### src/shared/ppc_pkg.sv
// register map, reset values and field layout of the port pin block
`default_nettype none
package ppc_pkg;
  localparam int unsigned ADDR_W = 16;
  localparam int unsigned DATA_W = 8;
  localparam int unsigned PORT_W = 8;
  // register addresses
  localparam logic [15:0] ADDR_PORT1_DATA = 16'hff01;
  localparam logic [15:0] ADDR_PORT2_DATA = 16'hff02;
  localparam logic [15:0] ADDR_PORT3_DATA = 16'hff03;
  localparam logic [15:0] ADDR_PORT1_DIR = 16'hff21;
  localparam logic [15:0] ADDR_PORT3_DIR = 16'hff23;
  localparam logic [15:0] ADDR_PORT1_FSEL = 16'hff41;
  localparam logic [15:0] ADDR_PORT3_FSEL = 16'hff43;
  localparam logic [15:0] ADDR_PULLUP_OPTION_LOW = 16'hff4e;
  localparam logic [15:0] ADDR_PORT3_OPEN_DRAIN = 16'hff80;
  localparam logic [15:0] ADDR_EXT_INT_EDGE_CFG0 = 16'hff8c;
  localparam logic [15:0] ADDR_EXT_INT_EDGE_CFG1 = 16'hff8d;
  // reset values
  localparam logic [7:0] RST_LATCH = 8'h00;
  localparam logic [7:0] RST_DIR = 8'hff;
  localparam logic [7:0] RST_FSEL = 8'h00;
  localparam logic [7:0] RST_PULLUP_OPTION_LOW = 8'h00;
  localparam logic [7:0] RST_OPEN_DRAIN = 8'h00;
  localparam logic [7:0] RST_EDGE_CFG = 8'h00;
  // implemented bits
  localparam logic [7:0] PORT1_FSEL_MASK = 8'h1c;
  localparam logic [7:0] PULLUP_OPTION_MASK = 8'h7f;
  localparam logic [7:0] OPEN_DRAIN_MASK = 8'h0c;
  localparam logic [7:0] PORT2_PULLUP_LINES = 8'hfc;
  // field positions
  localparam int unsigned PU_PORT1_BIT = 1;
  localparam int unsigned PU_PORT2_BIT = 2;
  localparam int unsigned PU_PORT3_BIT = 3;
  localparam int unsigned NMI_EDGE_BIT = 0;
  localparam int unsigned NUM_EXT_INT = 6;
  // edge selection codes of a two-bit field
  typedef enum logic [1:0] {
    ppc_edge_fall = 2'h0,
    ppc_edge_rise = 2'h1,
    ppc_edge_both = 2'h2,
    ppc_edge_none = 2'h3
  } ppc_edge_t;
endpackage : ppc_pkg
`default_nettype wire

### src/core/ppc_ports.sv
// pin logic of the first three ports: readback, direction, alternate functions, pull-ups
//
// Contract
// - port1 control out, dir 1: read pin
// - port1 control out, dir 0: read internal signal
// - port1 control input, dir 1: read pin
// - port1 pull-up on input pins when enabled
// - pull-up also applies to control outputs
// - pull-up option register, bit7 zero, reset 00
// - port2 input only, always readable
// - port2 pins always feed peripheral inputs
// - port2 group pull-up, upper six lines only
// - nmi accepted regardless of interrupt enable
// - nmi edge chosen by edge config zero
// - six external interrupts on selected edge
// - interrupt lines also feed timers and triggers
// - port3 reset: all inputs, outputs off
// - port3 per-bit port or control mode
// - port3 pin levels always readable; code reads the pin on direction-1 bits only
// - port3 serial0 lines support open drain
// - port3 port mode direction from register
// - port3 pull-up on direction-1 pins
// - port1 bits 2-4 route serial2 signals
// - port1 reset: all inputs, outputs off
`default_nettype none
module ppc_ports
  import ppc_pkg::*;
(
  // clock and reset
  input wire logic clock,
  input wire logic rst_n,
  // register port
  input wire logic [ADDR_W-1:0] reg_addr,
  input wire logic [DATA_W-1:0] reg_wdata,
  input wire logic reg_write,
  input wire logic reg_read,
  output logic [DATA_W-1:0] reg_rdata,
  // first port pins
  input wire logic [PORT_W-1:0] port1_pin_in,
  output logic [PORT_W-1:0] port1_pin_out,
  output logic [PORT_W-1:0] port1_pin_oe,
  output logic [PORT_W-1:0] port1_pullup_on,
  // second port pins
  input wire logic [PORT_W-1:0] port2_pin_in,
  output logic [PORT_W-1:0] port2_pullup_on,
  // third port pins
  input wire logic [PORT_W-1:0] port3_pin_in,
  output logic [PORT_W-1:0] port3_pin_out,
  output logic [PORT_W-1:0] port3_pin_oe,
  output logic [PORT_W-1:0] port3_pullup_on,
  // serial 2 peripheral on the first port
  input wire logic serial2_clock_out,
  input wire logic serial2_clock_drive,
  input wire logic serial2_data_out,
  output logic serial2_clock_in,
  output logic serial2_data_in,
  // peripherals on the third port
  input wire logic serial1_data_out,
  input wire logic serial0_clock,
  input wire logic serial0_clock_drive,
  input wire logic serial0_data_out,
  input wire logic [3:0] timer_out,
  output logic serial1_data_in,
  output logic serial0_clock_in,
  // interrupt requests from the second port
  output logic nmi_request,
  output logic [NUM_EXT_INT-1:0] ext_int_request,
  // second port levels to peripherals
  output logic timer1_capture,
  output logic timer1_count_clock,
  output logic rto_trigger,
  output logic timer2_capture_b,
  output logic timer2_ext_clock_in,
  output logic timer2_capture_compare_a,
  output logic timer0_capture,
  output logic timer0_count_clock,
  output logic uart_baud_clock_in,
  output logic serial1_clock_in,
  output logic converter_trigger,
  output logic serial0_data_in
);

  ////////////////////////////////////////////////////////////////////////////
  // pin synchronisers

  logic [PORT_W-1:0] p1_s1, p1_s2, p2_s1, p2_s2, p3_s1, p3_s2;
  logic [PORT_W-1:0] p2_prev;

  always_ff @(posedge clock) begin
    p1_s1 <= port1_pin_in;
    p1_s2 <= p1_s1;
    p2_s1 <= port2_pin_in;
    p2_s2 <= p2_s1;
    p3_s1 <= port3_pin_in;
    p3_s2 <= p3_s1;
    p2_prev <= p2_s2;
  end

  ////////////////////////////////////////////////////////////////////////////
  // registers

  logic [7:0] port1_latch, port3_latch;
  logic [7:0] port1_direction_reg, port3_direction_reg;
  logic [7:0] port1_function_select, port3_function_select;
  logic [7:0] pullup_option_low;
  logic [7:0] port3_open_drain;
  logic [7:0] ext_int_edge_cfg0, ext_int_edge_cfg1;

  // latches take every write whatever the direction, as a later switch to output shows them
  always_ff @(posedge clock) begin
    if (!rst_n) begin
      port1_latch <= RST_LATCH;
      port3_latch <= RST_LATCH;
    end else if (reg_write) begin
      if (reg_addr == ADDR_PORT1_DATA) begin
        port1_latch <= reg_wdata;
      end
      if (reg_addr == ADDR_PORT3_DATA) begin
        port3_latch <= reg_wdata;
      end
    end
  end

  always_ff @(posedge clock) begin
    if (!rst_n) begin
      port1_direction_reg <= RST_DIR;
      port3_direction_reg <= RST_DIR;
      port1_function_select <= RST_FSEL;
      port3_function_select <= RST_FSEL;
    end else if (reg_write) begin
      if (reg_addr == ADDR_PORT1_DIR) begin
        port1_direction_reg <= reg_wdata;
      end
      if (reg_addr == ADDR_PORT3_DIR) begin
        port3_direction_reg <= reg_wdata;
      end
      if (reg_addr == ADDR_PORT1_FSEL) begin
        port1_function_select <= reg_wdata & PORT1_FSEL_MASK;
      end
      if (reg_addr == ADDR_PORT3_FSEL) begin
        port3_function_select <= reg_wdata;
      end
    end
  end

  always_ff @(posedge clock) begin
    if (!rst_n) begin
      pullup_option_low <= RST_PULLUP_OPTION_LOW;
      port3_open_drain <= RST_OPEN_DRAIN;
      ext_int_edge_cfg0 <= RST_EDGE_CFG;
      ext_int_edge_cfg1 <= RST_EDGE_CFG;
    end else if (reg_write) begin
      if (reg_addr == ADDR_PULLUP_OPTION_LOW) begin
        pullup_option_low <= reg_wdata & PULLUP_OPTION_MASK;
      end
      if (reg_addr == ADDR_PORT3_OPEN_DRAIN) begin
        port3_open_drain <= reg_wdata & OPEN_DRAIN_MASK;
      end
      if (reg_addr == ADDR_EXT_INT_EDGE_CFG0) begin
        ext_int_edge_cfg0 <= reg_wdata;
      end
      if (reg_addr == ADDR_EXT_INT_EDGE_CFG1) begin
        ext_int_edge_cfg1 <= reg_wdata;
      end
    end
  end

  ////////////////////////////////////////////////////////////////////////////
  // control-mode signals from the peripherals

  logic [7:0] p1_ctrl_out, p1_ctrl_drv, p3_ctrl_out, p3_ctrl_drv;

  always_comb begin
    p1_ctrl_out = {3'h0, serial2_data_out, 1'b0, serial2_clock_out, 2'h0};
    p1_ctrl_drv = {3'h0, 1'b1, 1'b0, serial2_clock_drive, 2'h0};
    p3_ctrl_out = {timer_out, serial0_data_out, serial0_clock, serial1_data_out, 1'b0};
    p3_ctrl_drv = {4'hf, 1'b1, serial0_clock_drive, 1'b1, 1'b0};
  end

  ////////////////////////////////////////////////////////////////////////////
  // pin drive and pull-ups

  logic [7:0] next_p1_out, next_p1_oe, next_p3_out, next_p3_oe, p3_val, p3_drv;

  always_comb begin
    // control mode drives irrespective of direction; port mode drives when direction is 0
    next_p1_out = (port1_function_select & p1_ctrl_out) | (~port1_function_select & port1_latch);
    next_p1_oe = (port1_function_select & p1_ctrl_drv) | (~port1_function_select & ~port1_direction_reg);
    p3_val = (port3_function_select & p3_ctrl_out) | (~port3_function_select & port3_latch);
    p3_drv = (port3_function_select & p3_ctrl_drv) | (~port3_function_select & ~port3_direction_reg);
    // open drain pulls low only and releases for a one
    next_p3_out = p3_val & ~port3_open_drain;
    next_p3_oe = p3_drv & ~(port3_open_drain & p3_val);
  end

  always_ff @(posedge clock) begin
    if (!rst_n) begin
      port1_pin_out <= 8'h00;
      port1_pin_oe <= 8'h00;
      port3_pin_out <= 8'h00;
      port3_pin_oe <= 8'h00;
      port1_pullup_on <= 8'h00;
      port2_pullup_on <= 8'h00;
      port3_pullup_on <= 8'h00;
    end else begin
      port1_pin_out <= next_p1_out;
      port1_pin_oe <= next_p1_oe;
      port3_pin_out <= next_p3_out;
      port3_pin_oe <= next_p3_oe;
      // direction alone gates the pull-up, control-mode outputs included
      port1_pullup_on <= {PORT_W{pullup_option_low[PU_PORT1_BIT]}} & port1_direction_reg;
      port2_pullup_on <= {PORT_W{pullup_option_low[PU_PORT2_BIT]}} & PORT2_PULLUP_LINES;
      port3_pullup_on <= {PORT_W{pullup_option_low[PU_PORT3_BIT]}} & port3_direction_reg;
    end
  end

  ////////////////////////////////////////////////////////////////////////////
  // read data

  logic [7:0] p1_read, p3_read, next_rdata;

  always_comb begin
    // direction 1 shows the pin; direction 0 shows latch or the internal control signal
    p1_read = (port1_direction_reg & p1_s2)
            | (~port1_direction_reg & port1_function_select & p1_ctrl_out)
            | (~port1_direction_reg & ~port1_function_select & port1_latch);
    p3_read = (port3_direction_reg & p3_s2)
            | (~port3_direction_reg & port3_function_select & p3_ctrl_out)
            | (~port3_direction_reg & ~port3_function_select & port3_latch);
    unique case (reg_addr)
      ADDR_PORT1_DATA: next_rdata = p1_read;
      ADDR_PORT2_DATA: next_rdata = p2_s2;
      ADDR_PORT3_DATA: next_rdata = p3_read;
      ADDR_PORT1_DIR: next_rdata = port1_direction_reg;
      ADDR_PORT3_DIR: next_rdata = port3_direction_reg;
      ADDR_PORT1_FSEL: next_rdata = port1_function_select;
      ADDR_PORT3_FSEL: next_rdata = port3_function_select;
      ADDR_PULLUP_OPTION_LOW: next_rdata = pullup_option_low;
      ADDR_PORT3_OPEN_DRAIN: next_rdata = port3_open_drain;
      ADDR_EXT_INT_EDGE_CFG0: next_rdata = ext_int_edge_cfg0;
      ADDR_EXT_INT_EDGE_CFG1: next_rdata = ext_int_edge_cfg1;
      default: next_rdata = 8'h00;
    endcase
  end

  // read data stands only in the cycle after the strobe
  always_ff @(posedge clock) begin
    if (!rst_n) begin
      reg_rdata <= 8'h00;
    end else if (reg_read) begin
      reg_rdata <= next_rdata;
    end else begin
      reg_rdata <= 8'h00;
    end
  end

  ////////////////////////////////////////////////////////////////////////////
  // edge detection on the second port

  function automatic logic edge_hit(input logic [1:0] sel, input logic now, input logic was);
    logic rise;
    logic fall;
    rise = now & ~was;
    fall = ~now & was;
    unique case (ppc_edge_t'(sel))
      ppc_edge_fall: edge_hit = fall;
      ppc_edge_rise: edge_hit = rise;
      ppc_edge_both: edge_hit = rise | fall;
      ppc_edge_none: edge_hit = 1'b0;
    endcase
  endfunction : edge_hit

  logic [11:0] edge_fields;
  logic [NUM_EXT_INT-1:0] next_ext_int;

  always_comb begin
    edge_fields = {ext_int_edge_cfg1[5:0], ext_int_edge_cfg0[6:1]};
    for (int i = 0; i < NUM_EXT_INT; i++) begin
      next_ext_int[i] = edge_hit(edge_fields[2*i +: 2], p2_s2[i+1], p2_prev[i+1]);
    end
  end

  // nmi has no mask anywhere in this path, so enable state never blocks it
  always_ff @(posedge clock) begin
    if (!rst_n) begin
      nmi_request <= 1'b0;
      ext_int_request <= '0;
    end else begin
      nmi_request <= ext_int_edge_cfg0[NMI_EDGE_BIT] ? (p2_s2[0] & ~p2_prev[0])
                                                      : (~p2_s2[0] & p2_prev[0]);
      ext_int_request <= next_ext_int;
    end
  end

  ////////////////////////////////////////////////////////////////////////////
  // levels to peripherals, always fed whatever the port settings

  always_ff @(posedge clock) begin
    if (!rst_n) begin
      timer1_capture <= 1'b0;
      timer1_count_clock <= 1'b0;
      rto_trigger <= 1'b0;
      timer2_capture_b <= 1'b0;
      timer2_ext_clock_in <= 1'b0;
      timer2_capture_compare_a <= 1'b0;
      timer0_capture <= 1'b0;
      timer0_count_clock <= 1'b0;
      uart_baud_clock_in <= 1'b0;
      serial1_clock_in <= 1'b0;
      converter_trigger <= 1'b0;
      serial0_data_in <= 1'b0;
      serial2_clock_in <= 1'b0;
      serial2_data_in <= 1'b0;
      serial1_data_in <= 1'b0;
      serial0_clock_in <= 1'b0;
    end else begin
      timer1_capture <= p2_s2[1];
      timer1_count_clock <= p2_s2[1];
      rto_trigger <= p2_s2[1];
      timer2_capture_b <= p2_s2[2];
      timer2_ext_clock_in <= p2_s2[3];
      timer2_capture_compare_a <= p2_s2[3];
      timer0_capture <= p2_s2[4];
      timer0_count_clock <= p2_s2[4];
      uart_baud_clock_in <= p2_s2[5];
      serial1_clock_in <= p2_s2[5];
      converter_trigger <= p2_s2[6];
      serial0_data_in <= p2_s2[7];
      serial2_clock_in <= p1_s2[2];
      serial2_data_in <= p1_s2[3];
      serial1_data_in <= p3_s2[0];
      serial0_clock_in <= p3_s2[2];
    end
  end

endmodule : ppc_ports
`default_nettype wire

### config.mk
export PLATFORM = sky130hd
export DESIGN_NAME = ppc_ports
export DESIGN_NICKNAME = d
export VERILOG_FILES = /design/src/shared/ppc_pkg.sv /design/src/core/ppc_ports.sv
export SDC_FILE = /design/constraint.sdc
export NUM_CORES = 1
export LEC_CHECK = 0
export BUFFER_PORTS_ARGS = -buffer_cell sky130_fd_sc_hd__buf_2
export CAP_MARGIN = 5
export CORE_AREA = 3 3 121 123
export CTS_CLUSTER_DIAMETER = 30
export DETAILED_ROUTE_END_ITERATION = 8
export DIE_AREA = 0 0 124 126
export MAX_ROUTING_LAYER = met4
export PLACE_DENSITY = 0.87
export SKIP_CTS_REPAIR_TIMING = 1
export SLEW_MARGIN = 20
export SYNTH_ARGS = -nofsm -noshare
export SYNTH_HDL_FRONTEND = slang
export SYNTH_SLANG_ARGS = --single-unit
### constraint.sdc
create_clock -name clock -period 2.9 [get_ports clock]
set_clock_uncertainty 0.1 [all_clocks]
set_input_delay 0.58 -clock clock [delete_from_list [all_inputs] [get_ports clock]]
set_output_delay 0.58 -clock clock [all_outputs]
set_load 0.02 [all_outputs]
* After elaboration in Yosys (flattened, before gate mapping)
Cells that the tools add are included.
** Operators by class
- Multiplexer cells :: 8
- Shift operators :: 0
- Reductions and logical operators :: 17
- Bitwise operators :: 69
- Eq/ne operators :: 29
- Div/mod/pow operators :: 0
- Add/subtract/negate cells :: 0
- $mul :: 0
- Magnitude comparators :: 0
** Operators by type and width (count)
- $eq A16 B16 Y1 const B :: 11
- $and A8 B8 Y8 :: 16
- $pmux W8 S11 :: 1
- $or A8 B8 Y8 :: 6
- $not A8 Y8 :: 4
- $eq A2 B2 Y1 const B :: 12
- $pmux W1 S4 :: 6
- $reduce_and A2 Y1 :: 11
- $and A8 B5 Y8 :: 2
- $or A5 B8 Y8 :: 2
- $and A1 B1 Y1 :: 14
- $not A1 Y1 :: 14
- $eq A2 B1 Y1 const B :: 6
- $logic_not A2 Y1 :: 6
- $and A5 B5 Y5 :: 2
- $and A4 B8 Y8 :: 1
- $not A4 Y8 :: 1
- $not A5 Y8 :: 1
- $or A1 B1 Y1 :: 6
- $mux W1 :: 1
** Word-level totals
- Memories :: 0
- Logic and storage cells :: 162
- ROM bits :: 0
- Bits of input ports :: 63
- Memory bits (writable) :: 0
- Output and inout bits :: 87
- Latch bits :: 0
- Register bits after elaboration :: 200

* Depth between registers and ports, before layout
- Depth after elaboration :: 6
- Depth in mapped cells :: 8
- Mapped depth without buffers :: 6

* Worst setup path before layout
Ideal clock, no wire load.
- Path type :: input port to flip-flop
- From :: input reg_addr[4]
- To :: register reg_rdata[2]
- Path buffers :: 2
- Cell stages on the path :: 7
- Path slack :: 0.428 ns
- Library setup time :: 0.080 ns
- Data arrival time :: 2.292 ns
- Required time :: 2.720 ns
- Path through :: buf_2 > or4_4 > buf_6 > or4_4 > nor3_2 > a21oi_1 > a41oi_2
** Between the ends
- Word-level cells in the longest chain between the ends :: 2
- Elaborated cells on any way between the ends :: 12
- Classes of those cells :: eq/ne (11); mux (1)
** RTL lines
- from (decl) :: RTL line ppc_ports.sv:33 : input wire logic [ADDR_W-1:0] reg_addr,
- $eq A16 B16 Y1 :: RTL line ppc_ports.sv:230 : unique case (reg_addr)
- $pmux W8 S11 * :: RTL line ppc_ports.sv:230
- to (signal assigned) :: RTL line ppc_ports.sv:251 : reg_rdata <= next_rdata;
- to (decl) :: RTL line ppc_ports.sv:37 : output logic [DATA_W-1:0] reg_rdata,
Every way passes the cells marked *; elsewhere a longest branch is shown, timed or not.
A chain may end at the register's enable or synchronous reset.

* Final worst setup path
- From :: input reg_addr[7]
- To :: register reg_rdata[5]
Same word-level chain as after synthesis.

==> run_summary.xml <==
<?xml version="1.0" encoding="UTF-8"?>
<metrics>
  <group name="layout">
    <metric name="layout.area.seq" unit="µm²">3960</metric>
    <metric name="multiInputGateArea" unit="µm²">2950</metric>
    <metric name="synthesis_to_finish_area_growth" unit="%">19.9</metric>
    <metric name="n_antenna_cell" unit="">0</metric>
    <metric name="finalNetCount" unit="">942</metric>
    <metric name="fill_cells" unit="">1149</metric>
    <metric name="drive_above_1_share" unit="%">24.9</metric>
  </group>
  <group name="worst_setup_path">
    <metric name="critical_path.cell_chain" unit="">buf_2, or4b_1, a2111oi_0, a311o_1, o2111ai_1, buf_4, a31oi_1</metric>
    <metric name="critical_path_buf_inv_count" unit="">2</metric>
    <metric name="critical_path_start_end_classification" unit="">input pin to register</metric>
    <metric name="path_delay_family" unit="">compound AO/OA/AOI/OAI gates</metric>
    <metric name="cpMaxStageDelayCell" unit="">or4b_1</metric>
    <metric name="critical_path.reg2reg.startpoint" unit="">port1_direction_reg[5]</metric>
    <metric name="worst_setup_path_end_kind" unit="">register</metric>
    <metric name="timing.reg2reg.setup_slack" unit="ns">1.26</metric>
    <metric name="critical-path-max-stage-delay" unit="ns">0.57</metric>
    <metric name="worst_ep_required_time" unit="ns">3.14</metric>
    <metric name="path_max_fanout" unit="">9</metric>
    <metric name="r2r_cells" unit="">3</metric>
    <metric name="arrival_time_worst_endpoint" unit="ns">2.56</metric>
    <metric name="crit_path_start_kind" unit="">input pin</metric>
    <metric name="endpoint_of_the_worst_register_to_register_path" unit="">reg_rdata[5]</metric>
  </group>
  <group name="worst_hold_path">
    <metric name="timing.hold.worst_path_depth" unit="">1</metric>
    <metric name="min_from" unit="">port3_pin_in[7]</metric>
    <metric name="whs_endpoint" unit="">p3_s1[7]</metric>
    <metric name="worst_hold_path_type" unit="">input pin to register</metric>
  </group>
  <group name="timing">
    <metric name="final.min_clock_period" unit="ns">2.32</metric>
    <metric name="timing_hold_violations_final" unit="">0</metric>
    <metric name="worstMarginPinSlew" unit="ns">0.645</metric>
    <metric name="timing.final.max_slew_violations" unit="">0</metric>
    <metric name="finalSetupTns" unit="ns">0</metric>
    <metric name="final_min_period_over_clock_period" unit="%">80.0</metric>
    <metric name="achievable-frequency" unit="MHz">431</metric>
    <metric name="setup-violations-final" unit="">0</metric>
    <metric name="grt_setup_unrepaired" unit="">no</metric>
    <metric name="max-slew-margin-rel" unit="%">57.0</metric>
  </group>
  <group name="power_and_ir_drop">
    <metric name="leakagePower" unit="nW">3.81</metric>
    <metric name="power.switching_fraction" unit="%">22.2</metric>
    <metric name="p_clk_share" unit="%">43.3</metric>
    <metric name="powerDensity" unit="nW/µm²">609</metric>
    <metric name="power_frac_comb" unit="%">4.4</metric>
    <metric name="total_power" unit="W">0.00534</metric>
    <metric name="vdd_ir_max" unit="mV">0.438</metric>
    <metric name="p_int" unit="W">0.00416</metric>
    <metric name="power.share.sequential" unit="%">52.3</metric>
    <metric name="p_switching" unit="W">0.00119</metric>
  </group>
  <group name="floorplan">
    <metric name="die_area" unit="µm²">15600</metric>
    <metric name="floorplan.die.height" unit="µm">126</metric>
    <metric name="ios" unit="">150</metric>
    <metric name="core.rowCount" unit="">43</metric>
    <metric name="floorplan.core_area" unit="µm²">13800</metric>
    <metric name="floorplan.initialDensity" unit="%">53.2</metric>
    <metric name="die_width" unit="µm">124</metric>
  </group>
  <group name="outcome">
    <metric name="run_status" unit="">complete, no violations</metric>
  </group>
  <group name="job">
    <metric name="maxCapViolCount" unit="">0</metric>
  </group>
  <group name="clock_tree">
    <metric name="cts.clk_slew.worst_paths" unit="ns">0.07</metric>
    <metric name="total_cts_buffers" unit="">17</metric>
    <metric name="clk_root_buffer_cell" unit="">clkbuf_16</metric>
    <metric name="clock_latency_on_the_worst_skew_pair" unit="ns">0.44</metric>
    <metric name="clock_sinks" unit="">198</metric>
    <metric name="htreeDepth" unit="">4</metric>
    <metric name="clockBufferDepth" unit="">2</metric>
    <metric name="clock_tree_from_tritoncts" unit="">yes</metric>
  </group>
  <group name="routing">
    <metric name="vias_per_cell" unit="">5.67</metric>
    <metric name="vias" unit="">6012</metric>
    <metric name="post-route-drc-count" unit="">0</metric>
    <metric name="wl_per_cell" unit="µm">18.1</metric>
    <metric name="drt_pre_antenna_iters" unit="">5</metric>
    <metric name="ant_nets" unit="">0</metric>
    <metric name="totalWireLength" unit="µm">19200</metric>
    <metric name="number_of_violations_reported_at_the_end_of_detailed_routing_iteration_0" unit="">576</metric>
  </group>
  <group name="yosys">
    <metric name="syn_area" unit="µm²">7320</metric>
    <metric name="synth_ff_type" unit="">dfxtp_1</metric>
    <metric name="synth-seq-cells" unit="">198</metric>
    <metric name="post_synth_main_area_contributors" unit="">dfxtp_1 (54%), nand2_1 (5.2%), a21boi_1 (5.0%), nand3_1 (4.4%), mux2i_1 (2.5%)</metric>
    <metric name="synth_enable_flop_cells" unit="">0</metric>
    <metric name="async_flop_share" unit="%">0</metric>
    <metric name="synthesis.instances" unit="">736</metric>
    <metric name="synth_cell_types" unit="">52</metric>
    <metric name="dominant_cell_type_by_area_after_synthesis" unit="">dfxtp_1</metric>
    <metric name="yosysSeqAreaShare" unit="%">54.1</metric>
    <metric name="synth_commonest_cells" unit="">dfxtp_1 (198), nand2_1 (101), nand3_1 (65)</metric>
    <metric name="synthesis.area_per_instance" unit="µm²">9.95</metric>
    <metric name="cell_with_the_most_instances_after_synthesis" unit="">dfxtp_1</metric>
    <metric name="synth_warnings" unit="">0</metric>
    <metric name="synth.top_cell.area_share" unit="%">54.1</metric>
  </group>
  <group name="global_routing">
    <metric name="overflow" unit="">0</metric>
    <metric name="grt_start_max_net_pins" unit="">55</metric>
    <metric name="groute.usage.overall" unit="%">25.6</metric>
    <metric name="vias_in_the_first_global_route" unit="">5633</metric>
    <metric name="grt_antenna_before_repair" unit="">0</metric>
    <metric name="wire_length_of_the_first_global_routing_pass" unit="µm">29700</metric>
  </group>
  <group name="placed_design">
    <metric name="buffer_ports.inserted" unit="">147</metric>
    <metric name="post-dp-hpwl" unit="µm">13400</metric>
    <metric name="globalplace.congestion" unit="">0.967</metric>
  </group>
</metrics>
metal layers:
| metal | global-route usage [%] | share of wire, % | up-vias |
|---|---|---|---|
| met3 | 6.47 | 8.4 | 63 |
| met2 | 38.5 | 46 | 321 |
| li1 | - | - | 2824 |
| met4 | 11.9 | 3.9 | 0 |
| met1 | 32.3 | 42 | 2804 |
| met5 | - | 0 | - |
stage by stage:
step / area [µm²] / worst slack, ns / hold WS (ns) / cells / utilization (%)
final: 8780 / 0.581 / 0.135 / 1060 / 63.8
after global placement: 8200 / 0.151 / 0.210 / 1028 / 59.6
after CTS: 8780 / 0.571 / 0.122 / 1060 / 63.8
after floorplan: 7330 / 0.428 / 0.210 / 737 / -
after global routing: 8780 / 0.442 / 0.118 / 1060 / 63.8
after detailed placement: 8200 / 0.124 / 0.212 / 1028 / 59.6
cell usage in the layout (no fill, tap or decap), types with 7 or more instances in the layout:
| cell type | Yosys | final |
|---|---|---|
| dfxtp_1 | 198 | 198 |
| buf_2 | 12 | 147 |
| nand2_1 | 101 | 101 |
| nand3_1 | 65 | 65 |
| a21boi_1 | 49 | 49 |
| inv_1 | 28 | 28 |
| and2_1 | 27 | 27 |
| buf_4 | 13 | 22 |
| mux2i_1 | 18 | 18 |
| o21ai_0 | 17 | 17 |
| and3_1 | 17 | 17 |
| clkbuf_16 | 0 | 17 |
| nor2b_1 | 15 | 15 |
| ha_1 | 12 | 12 |
| a22o_1 | 8 | 8 |
| nor4_1 | 8 | 8 |
| a21oi_1 | 7 | 7 |
| nor2_1 | 7 | 7 |
| a31oi_1 | 7 | 7 |
| a221oi_1 | 7 | 7 |
| a222oi_1 | 7 | 7 |
worst register-to-register path, delay by kind of cell (launching register included):
kind	cells	cell delay, ns
AO/OA/AOI/OAI	2	0.51
multiplexers	1	0.39
flip-flops	1	0.49
worst max path at each step:
stage           startpoint            to  cells after the start
4_1_cts        reg_addr[1]  reg_rdata[4]                      7
2_1_floorplan  reg_addr[4]  reg_rdata[2]                      7
6_report       reg_addr[7]  reg_rdata[5]                      7
5_1_grt        reg_addr[5]  reg_rdata[0]                      7
3_5_place_dp   reg_addr[1]  reg_rdata[4]                      7
3_3_place_gp   reg_addr[1]  reg_rdata[4]                      7
power groups by stage:
stage	Combinational [W]	Sequential (W)	Clock, W
floorplan	0.000130	0.00286	0
global placement	0.000228	0.00286	0
detailed placement	0.000234	0.00286	0
CTS	0.000235	0.00280	0.00233
global route	0.000258	0.00280	0.00244
finish	0.000237	0.00280	0.00231
final cells by class:
cell class                 count  area share [%]
sequential                   198            45.1
multi-input combinational    450            33.6
timing repair buffer         172            10.9
clock buffer                  21            5.13
tap                          180            2.56
clock inverter                11            1.44
inverter                      28            1.20
logic make-up after synthesis:
kind of cell               Yosys count  share of synthesized area [%]
and+or+nand+nor                    286                           22.1
DFF                                198                           54.1
AOI/OAI and AO/OA                  128                           13.0
buffers and inverters               89                           5.64
muxes                               22                           3.08
adders and majority gates           12                           2.05
other                                1                         0.0512
Note: power is estimated with default switching activity, not from simulation.
